File: config.mk
export PLATFORM = sky130hd
export DESIGN_NAME = adr_serial_readout
export DESIGN_NICKNAME = d
export VERILOG_FILES = /design/src/adr_pkg.sv /design/src/adr_serial_readout.sv
export SDC_FILE = /design/constraint.sdc
export NUM_CORES = 1
export LEC_CHECK = 0
export ABC_AREA = 1
export BUFFER_PORTS_ARGS = -buffer_cell sky130_fd_sc_hd__buf_2
export CORE_MARGIN = 1
export CORE_UTILIZATION = 35
export CTS_BUF_LIST = sky130_fd_sc_hd__clkbuf_16
export DETAILED_ROUTE_END_ITERATION = 7
export PLACE_DENSITY_LB_ADDON = 0.15
export SLEW_MARGIN = 0
export SYNTH_ARGS = -nofsm -noshare
export SYNTH_HDL_FRONTEND = slang
export SYNTH_SLANG_ARGS = --single-unit
File: constraint.sdc
create_clock -name clk_sys -period 4.47 [get_ports clk_sys]
set_input_delay 0.447 -clock clk_sys [delete_from_list [all_inputs] [get_ports clk_sys]]
set_output_delay 0.447 -clock clk_sys [all_outputs]
set_load 0.01 [all_outputs]
File: src/adr_pkg.sv
// Purpose: Shared constants, types and helpers for the dual-line serial readout
// Assumes: 18-bit results, eight channels, one system clock
// Notes: Pin vector indices describe the order of the synchroniser bundle
package adr_pkg;
    localparam int RES_W = 18;
    localparam int CH_N = 8;
    localparam int OSR_W = 3;
    localparam int OSR_MAX = 6;
    localparam int ACC_W = RES_W + OSR_MAX;
    localparam int FIFO_D = 8;
    localparam int SYNC_W = 9;
    localparam int PIN_CS = 8;
    localparam int PIN_SCLK = 7;
    localparam int PIN_CVA = 6;
    localparam int PIN_CVB = 5;
    localparam int PIN_IFS = 4;
    localparam int PIN_BSS = 3;
    localparam logic [SYNC_W-1:0] SYNC_RST = 9'h100;
    localparam logic [4:0] BIT_FIRST = 5'h00;
    localparam logic [4:0] BIT_LAST = 5'h11;
    localparam logic [2:0] GRP_FIRST = 3'h0;
    localparam logic [2:0] B_OFFSET = 3'h4;
    localparam logic [2:0] CH_LAST = 3'h7;
    localparam logic [OSR_W-1:0] OSR_RST = 3'h0;
    localparam logic [RES_W-1:0] RES_RST = 18'h0_0000;
    localparam logic [9:0] BUSY_CNT_RST = 10'h000;

    typedef enum logic [1:0] {
        ADR_IDLE = 2'b00,
        ADR_RUN = 2'b01,
        ADR_LOAD = 2'b10
    } adr_conv_t;

    function automatic logic bit_of(input logic [RES_W-1:0] w, input logic [4:0] i);
        return w[BIT_LAST - i];
    endfunction : bit_of

    function automatic logic [RES_W-1:0] avg_of(input logic signed [ACC_W-1:0] a, input logic [OSR_W-1:0] s);
        logic signed [ACC_W-1:0] q;
        q = a >>> s;
        return q[RES_W-1:0];
    endfunction : avg_of
endpackage : adr_pkg

File: src/adr_serial_readout.sv
// Purpose: Serial readout port with oversampling average and result bank
// Assumes: Pins are asynchronous to clk_sys; shift clock much slower than clk_sys
// Notes: Raw samples arrive channel 0..7 per pass through an 8-word FIFO
// Overview of operation
// - Serial mode when select high, byte-select low
// - Chip select high: outputs tri-state, clock ignored
// - Select falling edge drives MSB on both lines
// - Seventeen further bits on rising edges, 18 cycles
// - Line A channels 1-8, line B 5-8 then 1-4
// - Flag high with channel 1, low at 18th fall
// - Flag also marks channel 5 on line B
// - Read during busy returns previous sample
// - Read during conversion works in every setting
// - Host keeps select high before busy falls
// - Ratio pins latched on busy falling edge
// - Busy lengthens as the ratio grows from 0 to 6; ratio 7 gives a single pass
// - Oversampled results pass an averaging filter
// - Result bank loaded as busy falls
`timescale 1ns/1ps

module adr_fifo #(
    parameter int W = 18,
    parameter int D = 8
) (
    input wire logic clk_sys,
    input wire logic rst,
    input wire logic in_valid,
    input wire logic [W-1:0] in_data,
    output logic in_ready,
    output logic out_valid,
    output logic [W-1:0] out_data,
    input wire logic out_ready
);
    localparam int AW = $clog2(D);
    localparam logic [AW:0] FULL = (AW+1)'(D);
    localparam logic [AW-1:0] PTR_LAST = AW'(D - 1);

    logic [W-1:0] mem_q [D];
    logic [AW-1:0] wp_q;
    logic [AW-1:0] rp_q;
    logic [AW:0] cnt_q;
    wire wr = in_valid & in_ready;
    wire rd = out_valid & out_ready;

    assign in_ready = cnt_q != FULL;
    assign out_valid = cnt_q != '0;
    assign out_data = mem_q[rp_q];

    always_ff @(posedge clk_sys) begin
        if (wr) begin
            mem_q[wp_q] <= in_data;
        end
    end

    always_ff @(posedge clk_sys) begin
        if (rst) begin
            wp_q <= '0;
            rp_q <= '0;
            cnt_q <= '0;
        end else begin
            if (wr) begin
                wp_q <= (wp_q == PTR_LAST) ? '0 : wp_q + 1'b1;
            end
            if (rd) begin
                rp_q <= (rp_q == PTR_LAST) ? '0 : rp_q + 1'b1;
            end
            if (wr && !rd) begin
                cnt_q <= cnt_q + 1'b1;
            end else if (rd && !wr) begin
                cnt_q <= cnt_q - 1'b1;
            end
        end
    end
endmodule : adr_fifo

module adr_serial_readout
    import adr_pkg::*;
(
    input wire logic clk_sys,
    input wire logic rst,
    input wire logic chip_select_n,
    input wire logic shift_clk,
    input wire logic convert_start_a,
    input wire logic convert_start_b,
    input wire logic interface_select,
    input wire logic byte_serial_select,
    input wire logic [OSR_W-1:0] oversample_ratio_pins,
    input wire logic sample_valid,
    input wire logic [RES_W-1:0] sample_data,
    output logic sample_ready,
    output logic serial_out_a,
    output logic serial_out_b,
    output logic first_channel_flag,
    output logic serial_oe_n,
    output logic busy,
    output logic [OSR_W-1:0] oversampling_ratio
);
    logic [SYNC_W-1:0] sync1_q;
    logic [SYNC_W-1:0] sync2_q;
    logic [1:0] lvl3_q;
    logic [4:0] bit_q;
    logic [2:0] grp_q;
    logic hold_q;
    logic flag_q;
    logic oe_n_q;
    logic out_a_q;
    logic out_b_q;
    adr_conv_t state_q;
    logic [2:0] ch_q;
    logic [5:0] pass_q;
    logic busy_q;
    logic conv_lvl_q;
    logic [OSR_W-1:0] osr_q;
    logic [9:0] busy_cnt_q;
    logic signed [ACC_W-1:0] acc_q [CH_N];
    logic [RES_W-1:0] bank_q [CH_N];
    logic f_valid;
    logic [RES_W-1:0] f_data;

    // Pins pass two flops; edges compare stage two against stage three
    wire [SYNC_W-1:0] pin_raw = {chip_select_n, shift_clk, convert_start_a, convert_start_b,
                                 interface_select, byte_serial_select, oversample_ratio_pins};
    wire cs_s = sync2_q[PIN_CS];
    wire sclk_s = sync2_q[PIN_SCLK];
    wire serial_mode = sync2_q[PIN_IFS] & ~sync2_q[PIN_BSS];
    wire active = ~cs_s & serial_mode;
    wire cs_fall = lvl3_q[1] & active;
    wire cs_rise = cs_s & ~lvl3_q[1] & serial_mode;
    wire sclk_rise = sclk_s & ~lvl3_q[0] & active;
    wire sclk_fall = ~sclk_s & lvl3_q[0] & active;
    wire last_bit = bit_q == BIT_LAST;
    wire [2:0] grp_next = grp_q + 3'h1;
    wire load_evt = state_q == ADR_LOAD;
    wire [OSR_W-1:0] osr_eff = (osr_q > OSR_W'(OSR_MAX)) ? OSR_RST : osr_q;
    wire [5:0] pass_last = 6'((7'h01 << osr_eff) - 7'h01);
    // Oversampling only starts when both start inputs are high
    wire conv_lvl = (osr_q != OSR_RST) ? (sync2_q[PIN_CVA] & sync2_q[PIN_CVB]) : sync2_q[PIN_CVA];
    wire conv_start = conv_lvl & ~conv_lvl_q & (state_q == ADR_IDLE);
    wire f_ready = state_q == ADR_RUN;
    wire take = f_valid & f_ready;
    wire signed [ACC_W-1:0] sext = {{OSR_MAX{f_data[RES_W-1]}}, f_data};
    wire sel_a = bit_of(bank_q[grp_q], bit_q);
    wire sel_b = bit_of(bank_q[grp_q ^ B_OFFSET], bit_q);

    assign serial_out_a = out_a_q;
    assign serial_out_b = out_b_q;
    assign first_channel_flag = flag_q;
    assign serial_oe_n = oe_n_q;
    assign busy = busy_q;
    assign oversampling_ratio = osr_q;

    adr_fifo #(.W(RES_W), .D(FIFO_D)) u_fifo (
        .clk_sys(clk_sys),
        .rst(rst),
        .in_valid(sample_valid),
        .in_data(sample_data),
        .in_ready(sample_ready),
        .out_valid(f_valid),
        .out_data(f_data),
        .out_ready(f_ready)
    );

    always_ff @(posedge clk_sys) begin
        if (rst) begin
            sync1_q <= SYNC_RST;
            sync2_q <= SYNC_RST;
            lvl3_q <= 2'h2;
        end else begin
            sync1_q <= pin_raw;
            sync2_q <= sync1_q;
            lvl3_q <= sync2_q[PIN_CS:PIN_SCLK];
        end
    end

    // Readout pointer; reading never looks at busy, so it works mid-conversion
    always_ff @(posedge clk_sys) begin
        if (rst || !serial_mode) begin
            bit_q <= BIT_FIRST;
            grp_q <= GRP_FIRST;
            hold_q <= 1'b0;
            flag_q <= 1'b0;
            oe_n_q <= 1'b1;
        end else if (load_evt) begin
            // A select release on the load cycle must still float the lines
            oe_n_q <= oe_n_q | cs_s;
            bit_q <= BIT_FIRST;
            grp_q <= GRP_FIRST;
            hold_q <= 1'b0;
            flag_q <= 1'b0;
        end else if (cs_s) begin
            oe_n_q <= 1'b1;
            flag_q <= 1'b0;
        end else if (cs_fall) begin
            oe_n_q <= 1'b0;
            bit_q <= BIT_FIRST;
            hold_q <= 1'b0;
            flag_q <= grp_q == GRP_FIRST;
        end else if (sclk_fall && last_bit && !hold_q) begin
            // Advance at the 18th fall; next rise must not skip the new MSB
            grp_q <= grp_next;
            bit_q <= BIT_FIRST;
            hold_q <= 1'b1;
            flag_q <= grp_next == GRP_FIRST;
        end else if (sclk_rise) begin
            hold_q <= 1'b0;
            if (!hold_q && !last_bit) begin
                bit_q <= bit_q + 5'h01;
            end
        end
    end

    always_ff @(posedge clk_sys) begin
        if (rst) begin
            out_a_q <= 1'b0;
            out_b_q <= 1'b0;
        end else begin
            out_a_q <= sel_a;
            out_b_q <= sel_b;
        end
    end

    // Conversion: 2^ratio passes of eight channels for ratios 0-6, one pass for 7, so busy grows up to ratio 6
    always_ff @(posedge clk_sys) begin
        if (rst) begin
            state_q <= ADR_IDLE;
            ch_q <= 3'h0;
            pass_q <= 6'h00;
            busy_q <= 1'b0;
            conv_lvl_q <= 1'b0;
            osr_q <= OSR_RST;
            busy_cnt_q <= BUSY_CNT_RST;
        end else begin
            conv_lvl_q <= conv_lvl;
            case (state_q)
                ADR_IDLE: begin
                    if (conv_start) begin
                        state_q <= ADR_RUN;
                        ch_q <= 3'h0;
                        pass_q <= 6'h00;
                        busy_q <= 1'b1;
                        busy_cnt_q <= BUSY_CNT_RST;
                    end
                end
                ADR_RUN: begin
                    // Saturates so a slow sample stream cannot wrap the length count
                    if (busy_cnt_q != 10'h3ff) begin
                        busy_cnt_q <= busy_cnt_q + 10'h001;
                    end
                    if (take) begin
                        ch_q <= ch_q + 3'h1;
                        if (ch_q == CH_LAST) begin
                            pass_q <= pass_q + 6'h01;
                            if (pass_q == pass_last) begin
                                state_q <= ADR_LOAD;
                            end
                        end
                    end
                end
                ADR_LOAD: begin
                    // Bank and busy change on the same edge; host must be idle here
                    state_q <= ADR_IDLE;
                    busy_q <= 1'b0;
                    osr_q <= sync2_q[OSR_W-1:0];
                end
                default: begin
                    state_q <= ADR_IDLE;
                end
            endcase
        end
    end

    always_ff @(posedge clk_sys) begin
        if (rst) begin
            for (int i = 0; i < CH_N; i++) begin
                acc_q[i] <= '0;
                bank_q[i] <= RES_RST;
            end
        end else begin
            if (take) begin
                acc_q[ch_q] <= (pass_q == 6'h00) ? sext : acc_q[ch_q] + sext;
            end
            if (load_evt) begin
                for (int i = 0; i < CH_N; i++) begin
                    bank_q[i] <= avg_of(acc_q[i], osr_eff);
                end
            end
        end
    end

    chk_mode_gate_off: assert property (@(posedge clk_sys) disable iff (rst)
        !serial_mode |=> serial_oe_n) else $error("outputs driven outside serial mode");
    chk_idle_hiz: assert property (@(posedge clk_sys) disable iff (rst)
        cs_s |=> serial_oe_n && !first_channel_flag) else $error("outputs active while deselected");
    chk_msb_first: assert property (@(posedge clk_sys) disable iff (rst)
        cs_fall && !load_evt |=> !serial_oe_n ##1 serial_out_a == bank_q[grp_q][RES_W-1])
        else $error("line A did not present MSB after select fall");
    chk_bit_step: assert property (@(posedge clk_sys) disable iff (rst)
        sclk_rise && !hold_q && !last_bit && !load_evt |=> bit_q == $past(bit_q) + 5'h01)
        else $error("bit position did not advance on rising edge");
    chk_b_order: assert property (@(posedge clk_sys) disable iff (rst)
        cs_fall && grp_q == GRP_FIRST && !load_evt |=> ##1 serial_out_b == bank_q[B_OFFSET][RES_W-1])
        else $error("line B did not start with channel 5");
    chk_flag_drop: assert property (@(posedge clk_sys) disable iff (rst)
        sclk_fall && last_bit && !hold_q && grp_q != CH_LAST && !load_evt |=> !first_channel_flag)
        else $error("flag not cleared at 18th falling edge");
    chk_flag_grp: assert property (@(posedge clk_sys) disable iff (rst)
        first_channel_flag |-> grp_q == GRP_FIRST) else $error("flag high outside first group");
    chk_prev_hold: assert property (@(posedge clk_sys) disable iff (rst)
        state_q == ADR_RUN |=> $stable(bank_q[0])) else $error("bank changed during conversion");
    chk_osr_latch: assert property (@(posedge clk_sys) disable iff (rst)
        $fell(busy) |-> oversampling_ratio == $past(sync2_q[OSR_W-1:0]))
        else $error("ratio not latched at busy fall");
    chk_busy_len: assert property (@(posedge clk_sys) disable iff (rst)
        load_evt |-> busy_cnt_q >= (10'(CH_N) << osr_eff)) else $error("busy shorter than ratio needs");
    chk_avg_load: assert property (@(posedge clk_sys) disable iff (rst)
        load_evt && busy |=> !busy && bank_q[1] == avg_of($past(acc_q[1]), $past(osr_eff)))
        else $error("bank not loaded with average at busy fall");
    chk_pos_kept: assert property (@(posedge clk_sys) disable iff (rst)
        cs_rise && !load_evt |=> grp_q == $past(grp_q)) else $error("channel position lost on release");

    cov_frame_start: cover property (@(posedge clk_sys) disable iff (rst) cs_fall);
    cov_last_group: cover property (@(posedge clk_sys) disable iff (rst) sclk_fall && last_bit && grp_q == CH_LAST);
    cov_busy_fall: cover property (@(posedge clk_sys) disable iff (rst) $fell(busy));
    cov_read_busy: cover property (@(posedge clk_sys) disable iff (rst) busy && sclk_rise);
endmodule : adr_serial_readout

== Yosys cells after proc, flatten, opt, wreduce, memory -nomap -nowiden ==
Memory sizes are Yosys's and may differ from the RTL's. A register that Yosys moved wholly into a read port is not among the register bits.
Index checks and enable logic that the tools add are counted.
Storage, ports and cells
  flip-flop bits (word level): 59
  bits in latches: 0
  RAM bits: 480
  bits in read-only memories: 0
  input bits: 30
  output and inout port bits: 9
  memories: 3
Cells by class
  add/subtract/negate cells: 11
  multiply operators: 0
  divide/modulo/power cells: 0
  order comparisons: 2
  eq/ne operators: 12
  shift-type cells: 9
  multiplexer cells: 64
  bitwise operators: 28
  reductions and logical operators: 34
Memory list
  acc_q: words 8, width 24, rd ports 9, clocked after Yosys merged registers in 1, wr ports 8, RTL line adr_serial_readout.sv:115  | logic signed [ACC_W-1:0] acc_q [CH_N];
  bank_q: words 8, width 18, rd ports 2, clocked after Yosys merged registers in 1, wr ports 8, RTL line adr_serial_readout.sv:116  | logic [RES_W-1:0] bank_q [CH_N];
  u_fifo.mem_q: words 8, width 18, rd ports 1, clocked after Yosys merged registers in 1, wr ports 1, RTL line adr_serial_readout.sv:38  | logic [W-1:0] mem_q [D];
Operator list (number)
  $sshr A24 B3 Y18: 8
  $mux W18: 8
  $mux W24: 2
  $mux W3: 12
  $add A24 B18 Y24: 1
  $reduce_or A24 Y1: 1
  $mux W1: 23
  $mux W5: 4
  $mux W6: 3
  $add A3 B1 Y3 const B: 4
  $and A1 B1 Y1: 12
  $pmux W6 S2: 1
  $reduce_bool A3 Y1: 4
  $bmux W1 S5: 2
  $eq A3 B3 Y1 const B: 3
  $or A1 B1 Y1: 9
  $reduce_and A3 Y1: 3
  $mux W2: 4
  $mux W4: 2
  $ne A2 B2 Y1 const B: 4
  $reduce_and A4 Y1: 2
  $reduce_bool A2 Y1: 4
  $not A1 Y1: 7
  $add A6 B1 Y6 const B: 1
  26 further kinds: 36

== Depth between registers and ports, before layout ==
  depth after elaboration: 9
  gate-level depth with buffers: 21
  gate-level depth less buffers: 18

== Modules after synthesis ==
A second synthesis with hierarchy kept.
Second synthesis, totals
  cell total of the unflattened synthesis: 3865
  area total of the unflattened synthesis: 31595.3 um^2
Modules (own cells, without submodules)
  adr_serial_readout: times used 1, cells an instance 3292, area each 25107.8 um^2
  adr_fifo: times used 1, cells an instance 573, area each 6487.5 um^2

== Worst setup path after synthesis ==
Ideal clock, no wire load.
  kind: input to register
  from: input rst
  to: memory bank_q[0][0], enable pin
  library setup time: 1.227 ns
  arrival: 3.293 ns
  setup slack: -0.050 ns
  stages: 4
  buffers on the path: 2
  cells stage by stage: buf_2 inv_1 clkbuf_1 nand2_1
RTL lines
  start: declaration: RTL line adr_serial_readout.sv:80  | input wire logic rst,
  end: declaration: RTL line adr_serial_readout.sv:116

==> results.md <==
- For this run, the register share of the synthesized area comes to 0.503.
- The analysis attributes to net switching a power of 0.00446 W.
- The number of gates resized after CTS was 0.
- The arrival time of the worst setup path is 4.58 ns.
- The share of total power dissipated in sequential elements is 0.430.
- The detail-routed via count per cell is 5.41.
- The width of the die is 301 um.
- Along the worst path, the maximum fanout reaches 28.
- The number of nets in the synthesized netlist is 3901.
- The clock net in this run drives a total of 548 sinks.
- In this run the tightest slew margin relative to its limit is 0.230.
- After global routing the overflow that remains totals 0.
- The final route contains 27000 vias.
- The number of buffers inserted for hold repair after clock tree synthesis is 11.
- The vertical die dimension is 301 um.
- STA classifies the critical path startpoint as a register.
- Across the whole layout, storage elements account for 15800 um2.
- The worst-case clock skew is 0.0596 ns.
- The post-route standard cell area excluding fillers is 34700 um2.
- The launch instance of the worst min-delay path is sample_data[11].
- The pin count of the biggest net entering global routing is 157.
- The number of antenna violations at the first check in global routing is 1.
- The clock network fraction of total power is 0.357.
- The global-route total usage across every layer is 0.239.
- The first global-routing pass estimated 163 mm of wire.
- The kind of end point of the critical path is a register.
- The CTS H-tree depth is 2.
- The final number of setup-violating endpoints is 0.
- The final worst-path cycle share is 0.913.
- The number of buffers on the longest clock path is 3.
- The most numerous cell type found on the critical path is sky130_fd_sc_hd__o21ai_0.
- The worst hold endpoint is u_fifo.mem_q[4][11].
- The number of pins with negative max-slew slack in the final report is 0.
- In this run the cell area of the synthesized design comes to 31400 um2.
- For this run, the top clock speed supported by timing is 245 MHz.
- Yosys printed 0 warnings.
- The area growth from synthesis to layout is 10.6%.
- 0 antenna diodes ended up in the layout.
- The detailed router finished its first iteration with 3108 violations.
- The area of the core is 88500 um2.
- Counting instances, the worst hold path has a depth of 1.
- Once detail routing completed, the nets flagged for antenna violations numbered 0.
- The share of the core filled with cells is 0.392.
- The estimated wirelength of the detail-placed design is 77.7 mm.
- The multi-input combinational cells in the finished layout cover a total of 13400 um2.
- The number of maximum-capacitance constraint violations is 0.
- The post-CTS setup-driven buffer insertion count is 0.
- The first-pass iteration count of the detailed router is 8.
- The min-delay analysis places its worst path in the category in -> reg.
- After clock tree synthesis, the clock-pin slew on the worst setup and hold paths is 0.06 ns.
- The synthesized design contains 548 register bits.
- The power per unit of standard cell area is 402 nW/um2.
- During placement, the flow inserted port buffers numbering 38.
- The clock reaches the later pin of the worst-skew pair after 0.69 ns.
- At the worst endpoint, the required time is 4.96 ns.
- The aggregate routed wire length is 110 mm.
- The worst register-to-register path ends at acc_q[7][21].
- The final reports fail on DRC.
- The startpoint-to-endpoint class of the critical path is reg -> reg.
- The fill cell total of the finished layout is 9064.
- The initial cell density of the core is 0.354.
- For the pin with the worst max-slew slack, the measured transition is 1.15 ns.
- The DRC violation count after routing is 2.
- Of the total power, the share spent switching nets is 0.320.
- After detailed placement, the total cell area comes to 32600 um2.
- In the synthesized netlist the async set-or-reset flop fraction comes to 0.
- The cell depth of the worst flop-to-flop path is 16.
- After detailed routing, the average wire length per cell comes to 22.1 um.
- The netlist uses 48 different library cells.
- The leakage power summed over all cells is 13.0 nW.
- The internal portion of the total power is 0.00947 W.
- The most used flip-flop cell after synthesis is sky130_fd_sc_hd__edfxtp_1.
- The congestion estimate from routability-driven global placement came to 0.927.
- The run finished, with violations left.
- The final layout net count is 3842.
- The family with the most delay on the worst path is compound AO/OA/AOI/OAI gates.
- Setup repair after global routing left no endpoint under its margin.
- For this design the top-level I/O count stands at 39.
- Yosys mapped a number of flops with a built-in enable equal to 480.
- Together, buffers and inverters on the worst path number 3.
- The number of buffers inserted during clock tree synthesis is 61.
- The cell sitting at the root of the clock tree is a sky130_fd_sc_hd__clkbuf_16.
- Across the VDD grid, the largest voltage drop is 0.000296 V.
- The shortest clock period the worst path allows after layout is 4.08 ns.
- The largest stage delay on the critical path is 0.45 ns.
- Walking the worst path, the cells encountered are inv_2 > buf_4 > o21ai_0 > o22ai_1 > nor2_1 > a31oi_1 > ha_1 > a21oi_1 > o21ai_0 > inv_1 > nor2_1 > o21ai_0 > nand3_1 > nand2_1 > nand3_1 > a21oi_1.
- The row count is 109.
- A synthesized cell averages 8.19 um2.
- The share of layout cells above drive strength 1 is 0.0714.
- The cell type of the slowest stage on the worst timing path is sky130_fd_sc_hd__inv_2.
- The final setup TNS is 0 ns.
- The combinational cell fraction of total power is 0.213.
- The number of global-route vias before repair was 25500.
- The total count of hold-check failures in the final report is 0.
- After technology mapping, the gate count stands at 3828.
- For flop-to-flop paths, the worst setup slack is 0.39 ns.
- The clock tree from TritonCTS is yes.
- The total die area is 90800 um2.
## power groups by stage
stage / combinational [W] / clock [W] / sequential (W)
after CTS: 0.00295 / 0.00507 / 0.00598
after global placement: 0.00294 / 0 / 0.00609
final: 0.00296 / 0.00498 / 0.00599
after floorplan: 0.00200 / 0 / 0.00601
after detailed placement: 0.00293 / 0 / 0.00609
after global routing: 0.00328 / 0.00523 / 0.00601
## Yosys cell counts, types with 5 or more instances
cell | n | share of area
sky130_fd_sc_hd__edfxtp_1 | 480 | 0.46
sky130_fd_sc_hd__a221oi_1 | 12 | 0.0034
sky130_fd_sc_hd__dfxtp_1 | 68 | 0.043
sky130_fd_sc_hd__buf_1 | 25 | 0.0030
sky130_fd_sc_hd__o21ai_1 | 52 | 0.0083
sky130_fd_sc_hd__clkinv_1 | 5 | 0.00060
sky130_fd_sc_hd__a31oi_1 | 39 | 0.0078
sky130_fd_sc_hd__nor2_1 | 469 | 0.056
sky130_fd_sc_hd__inv_2 | 19 | 0.0023
sky130_fd_sc_hd__nor3_1 | 13 | 0.0021
sky130_fd_sc_hd__buf_2 | 86 | 0.014
sky130_fd_sc_hd__buf_6 | 7 | 0.0025
sky130_fd_sc_hd__o21ai_0 | 412 | 0.066
sky130_fd_sc_hd__xor2_1 | 18 | 0.0050
sky130_fd_sc_hd__nand3_1 | 274 | 0.044
sky130_fd_sc_hd__mux2i_1 | 88 | 0.028
sky130_fd_sc_hd__clkbuf_1 | 125 | 0.015
sky130_fd_sc_hd__nand4_1 | 7 | 0.0014
sky130_fd_sc_hd__xnor2_1 | 9 | 0.0025
sky130_fd_sc_hd__o211ai_1 | 21 | 0.0050
sky130_fd_sc_hd__o21ai_2 | 11 | 0.0031
sky130_fd_sc_hd__a21oi_1 | 301 | 0.048
sky130_fd_sc_hd__buf_4 | 17 | 0.0041
sky130_fd_sc_hd__o22ai_1 | 61 | 0.012
sky130_fd_sc_hd__ha_1 | 41 | 0.016
sky130_fd_sc_hd__nand2_1 | 865 | 0.10
sky130_fd_sc_hd__inv_1 | 261 | 0.031
## metrics by stage
stage,cells,power [W],hold slack [ns],setup slack (ns)
after floorplan,3828,0.00801,0.388,1.15
after global placement,4860,0.00903,0.393,0.441
after detailed placement,4860,0.00902,0.395,0.407
after CTS,4987,0.0140,0.00159,0.354
after global routing,4987,0.0145,0.0286,0.0952
final,4987,0.0139,0.0372,0.389
## sequential cells by signal, summed over array words and instances (netlist names), 2 cells and up, named ones only
register,flops
sync2_q,9
u_fifo.mem_q,144
u_fifo.wp_q,3
sync1_q,9
oversampling_ratio,3
ch_q,3
state_q,2
u_fifo.rp_q,3
u_fifo.cnt_q,4
pass_q,6
acc_q,192
lvl3_q,2
bank_q,144
bit_q,5
grp_q,3
## cell usage in the layout, fill, tap and decap left out, types with 24 or more instances in the layout
cell type                   Yosys  layout
sky130_fd_sc_hd__a21oi_1      301     301
sky130_fd_sc_hd__a31oi_1       39      39
sky130_fd_sc_hd__buf_2         86      38
sky130_fd_sc_hd__buf_4         17      86
sky130_fd_sc_hd__clkbuf_16      0      64
sky130_fd_sc_hd__clkinv_1       5      24
sky130_fd_sc_hd__dfxtp_1       68      63
sky130_fd_sc_hd__edfxtp_1     480     480
sky130_fd_sc_hd__ha_1          41      41
sky130_fd_sc_hd__inv_1        261     271
sky130_fd_sc_hd__mux2i_1       88      88
sky130_fd_sc_hd__nand2_1      865     863
sky130_fd_sc_hd__nand3_1      274     274
sky130_fd_sc_hd__nor2_1       469     461
sky130_fd_sc_hd__o21ai_0      412     412
sky130_fd_sc_hd__o21ai_1       52      52
sky130_fd_sc_hd__o22ai_1       61      61
## kinds of logic (layout without fill, tap and decap cells)
kind of cell	Yosys count	after routing	share of synthesized area
AOI/OAI and AO/OA	931	931	0.159
xor gates and xnor gates	27	27	0.00754
adders and majority gates	43	43	0.0176
buffers and inverters	546	540	0.0726
DFF	548	548	0.503
muxes	90	90	0.0293
and+or+nand+nor	1643	1643	0.211
## worst max-delay path by stage
| stage | from | to | slack [ns] | cells after the start |
|---|---|---|---|---|
| global route | register | acc_q[2][21] | 0.1 | 16 |
| CTS | register | acc_q[7][21] | 0.35 | 16 |
| floorplan | register | acc_q[0][14] | 1.15 | 17 |
| detailed placement | register | acc_q[7][21] | 0.41 | 16 |
| finish | register | acc_q[7][21] | 0.39 | 16 |
| global placement | register | acc_q[2][21] | 0.44 | 16 |
## metal layers
metal / routed length [um] / global-route usage / up-vias
li1: - / - / 12900
met1: 50500 / 0.342 / 13000
met2: 50600 / 0.384 / 900
met3: 6620 / 0.0244 / 158
met4: 2640 / 0.0621 / 2
met5: 8 / 0 / -
## final cells by class
cell class | instances | share of cell area
Sequential cell | 548 | 0.455
Inverter | 286 | 0.0311
Tap cell | 1165 | 0.0420
Multi-Input combinational cell | 2734 | 0.385
Timing Repair Buffer | 138 | 0.0290
Clock inverter | 52 | 0.0110
Clock buffer | 64 | 0.0462
No activity file was read; power rests on OpenSTA's default activity.
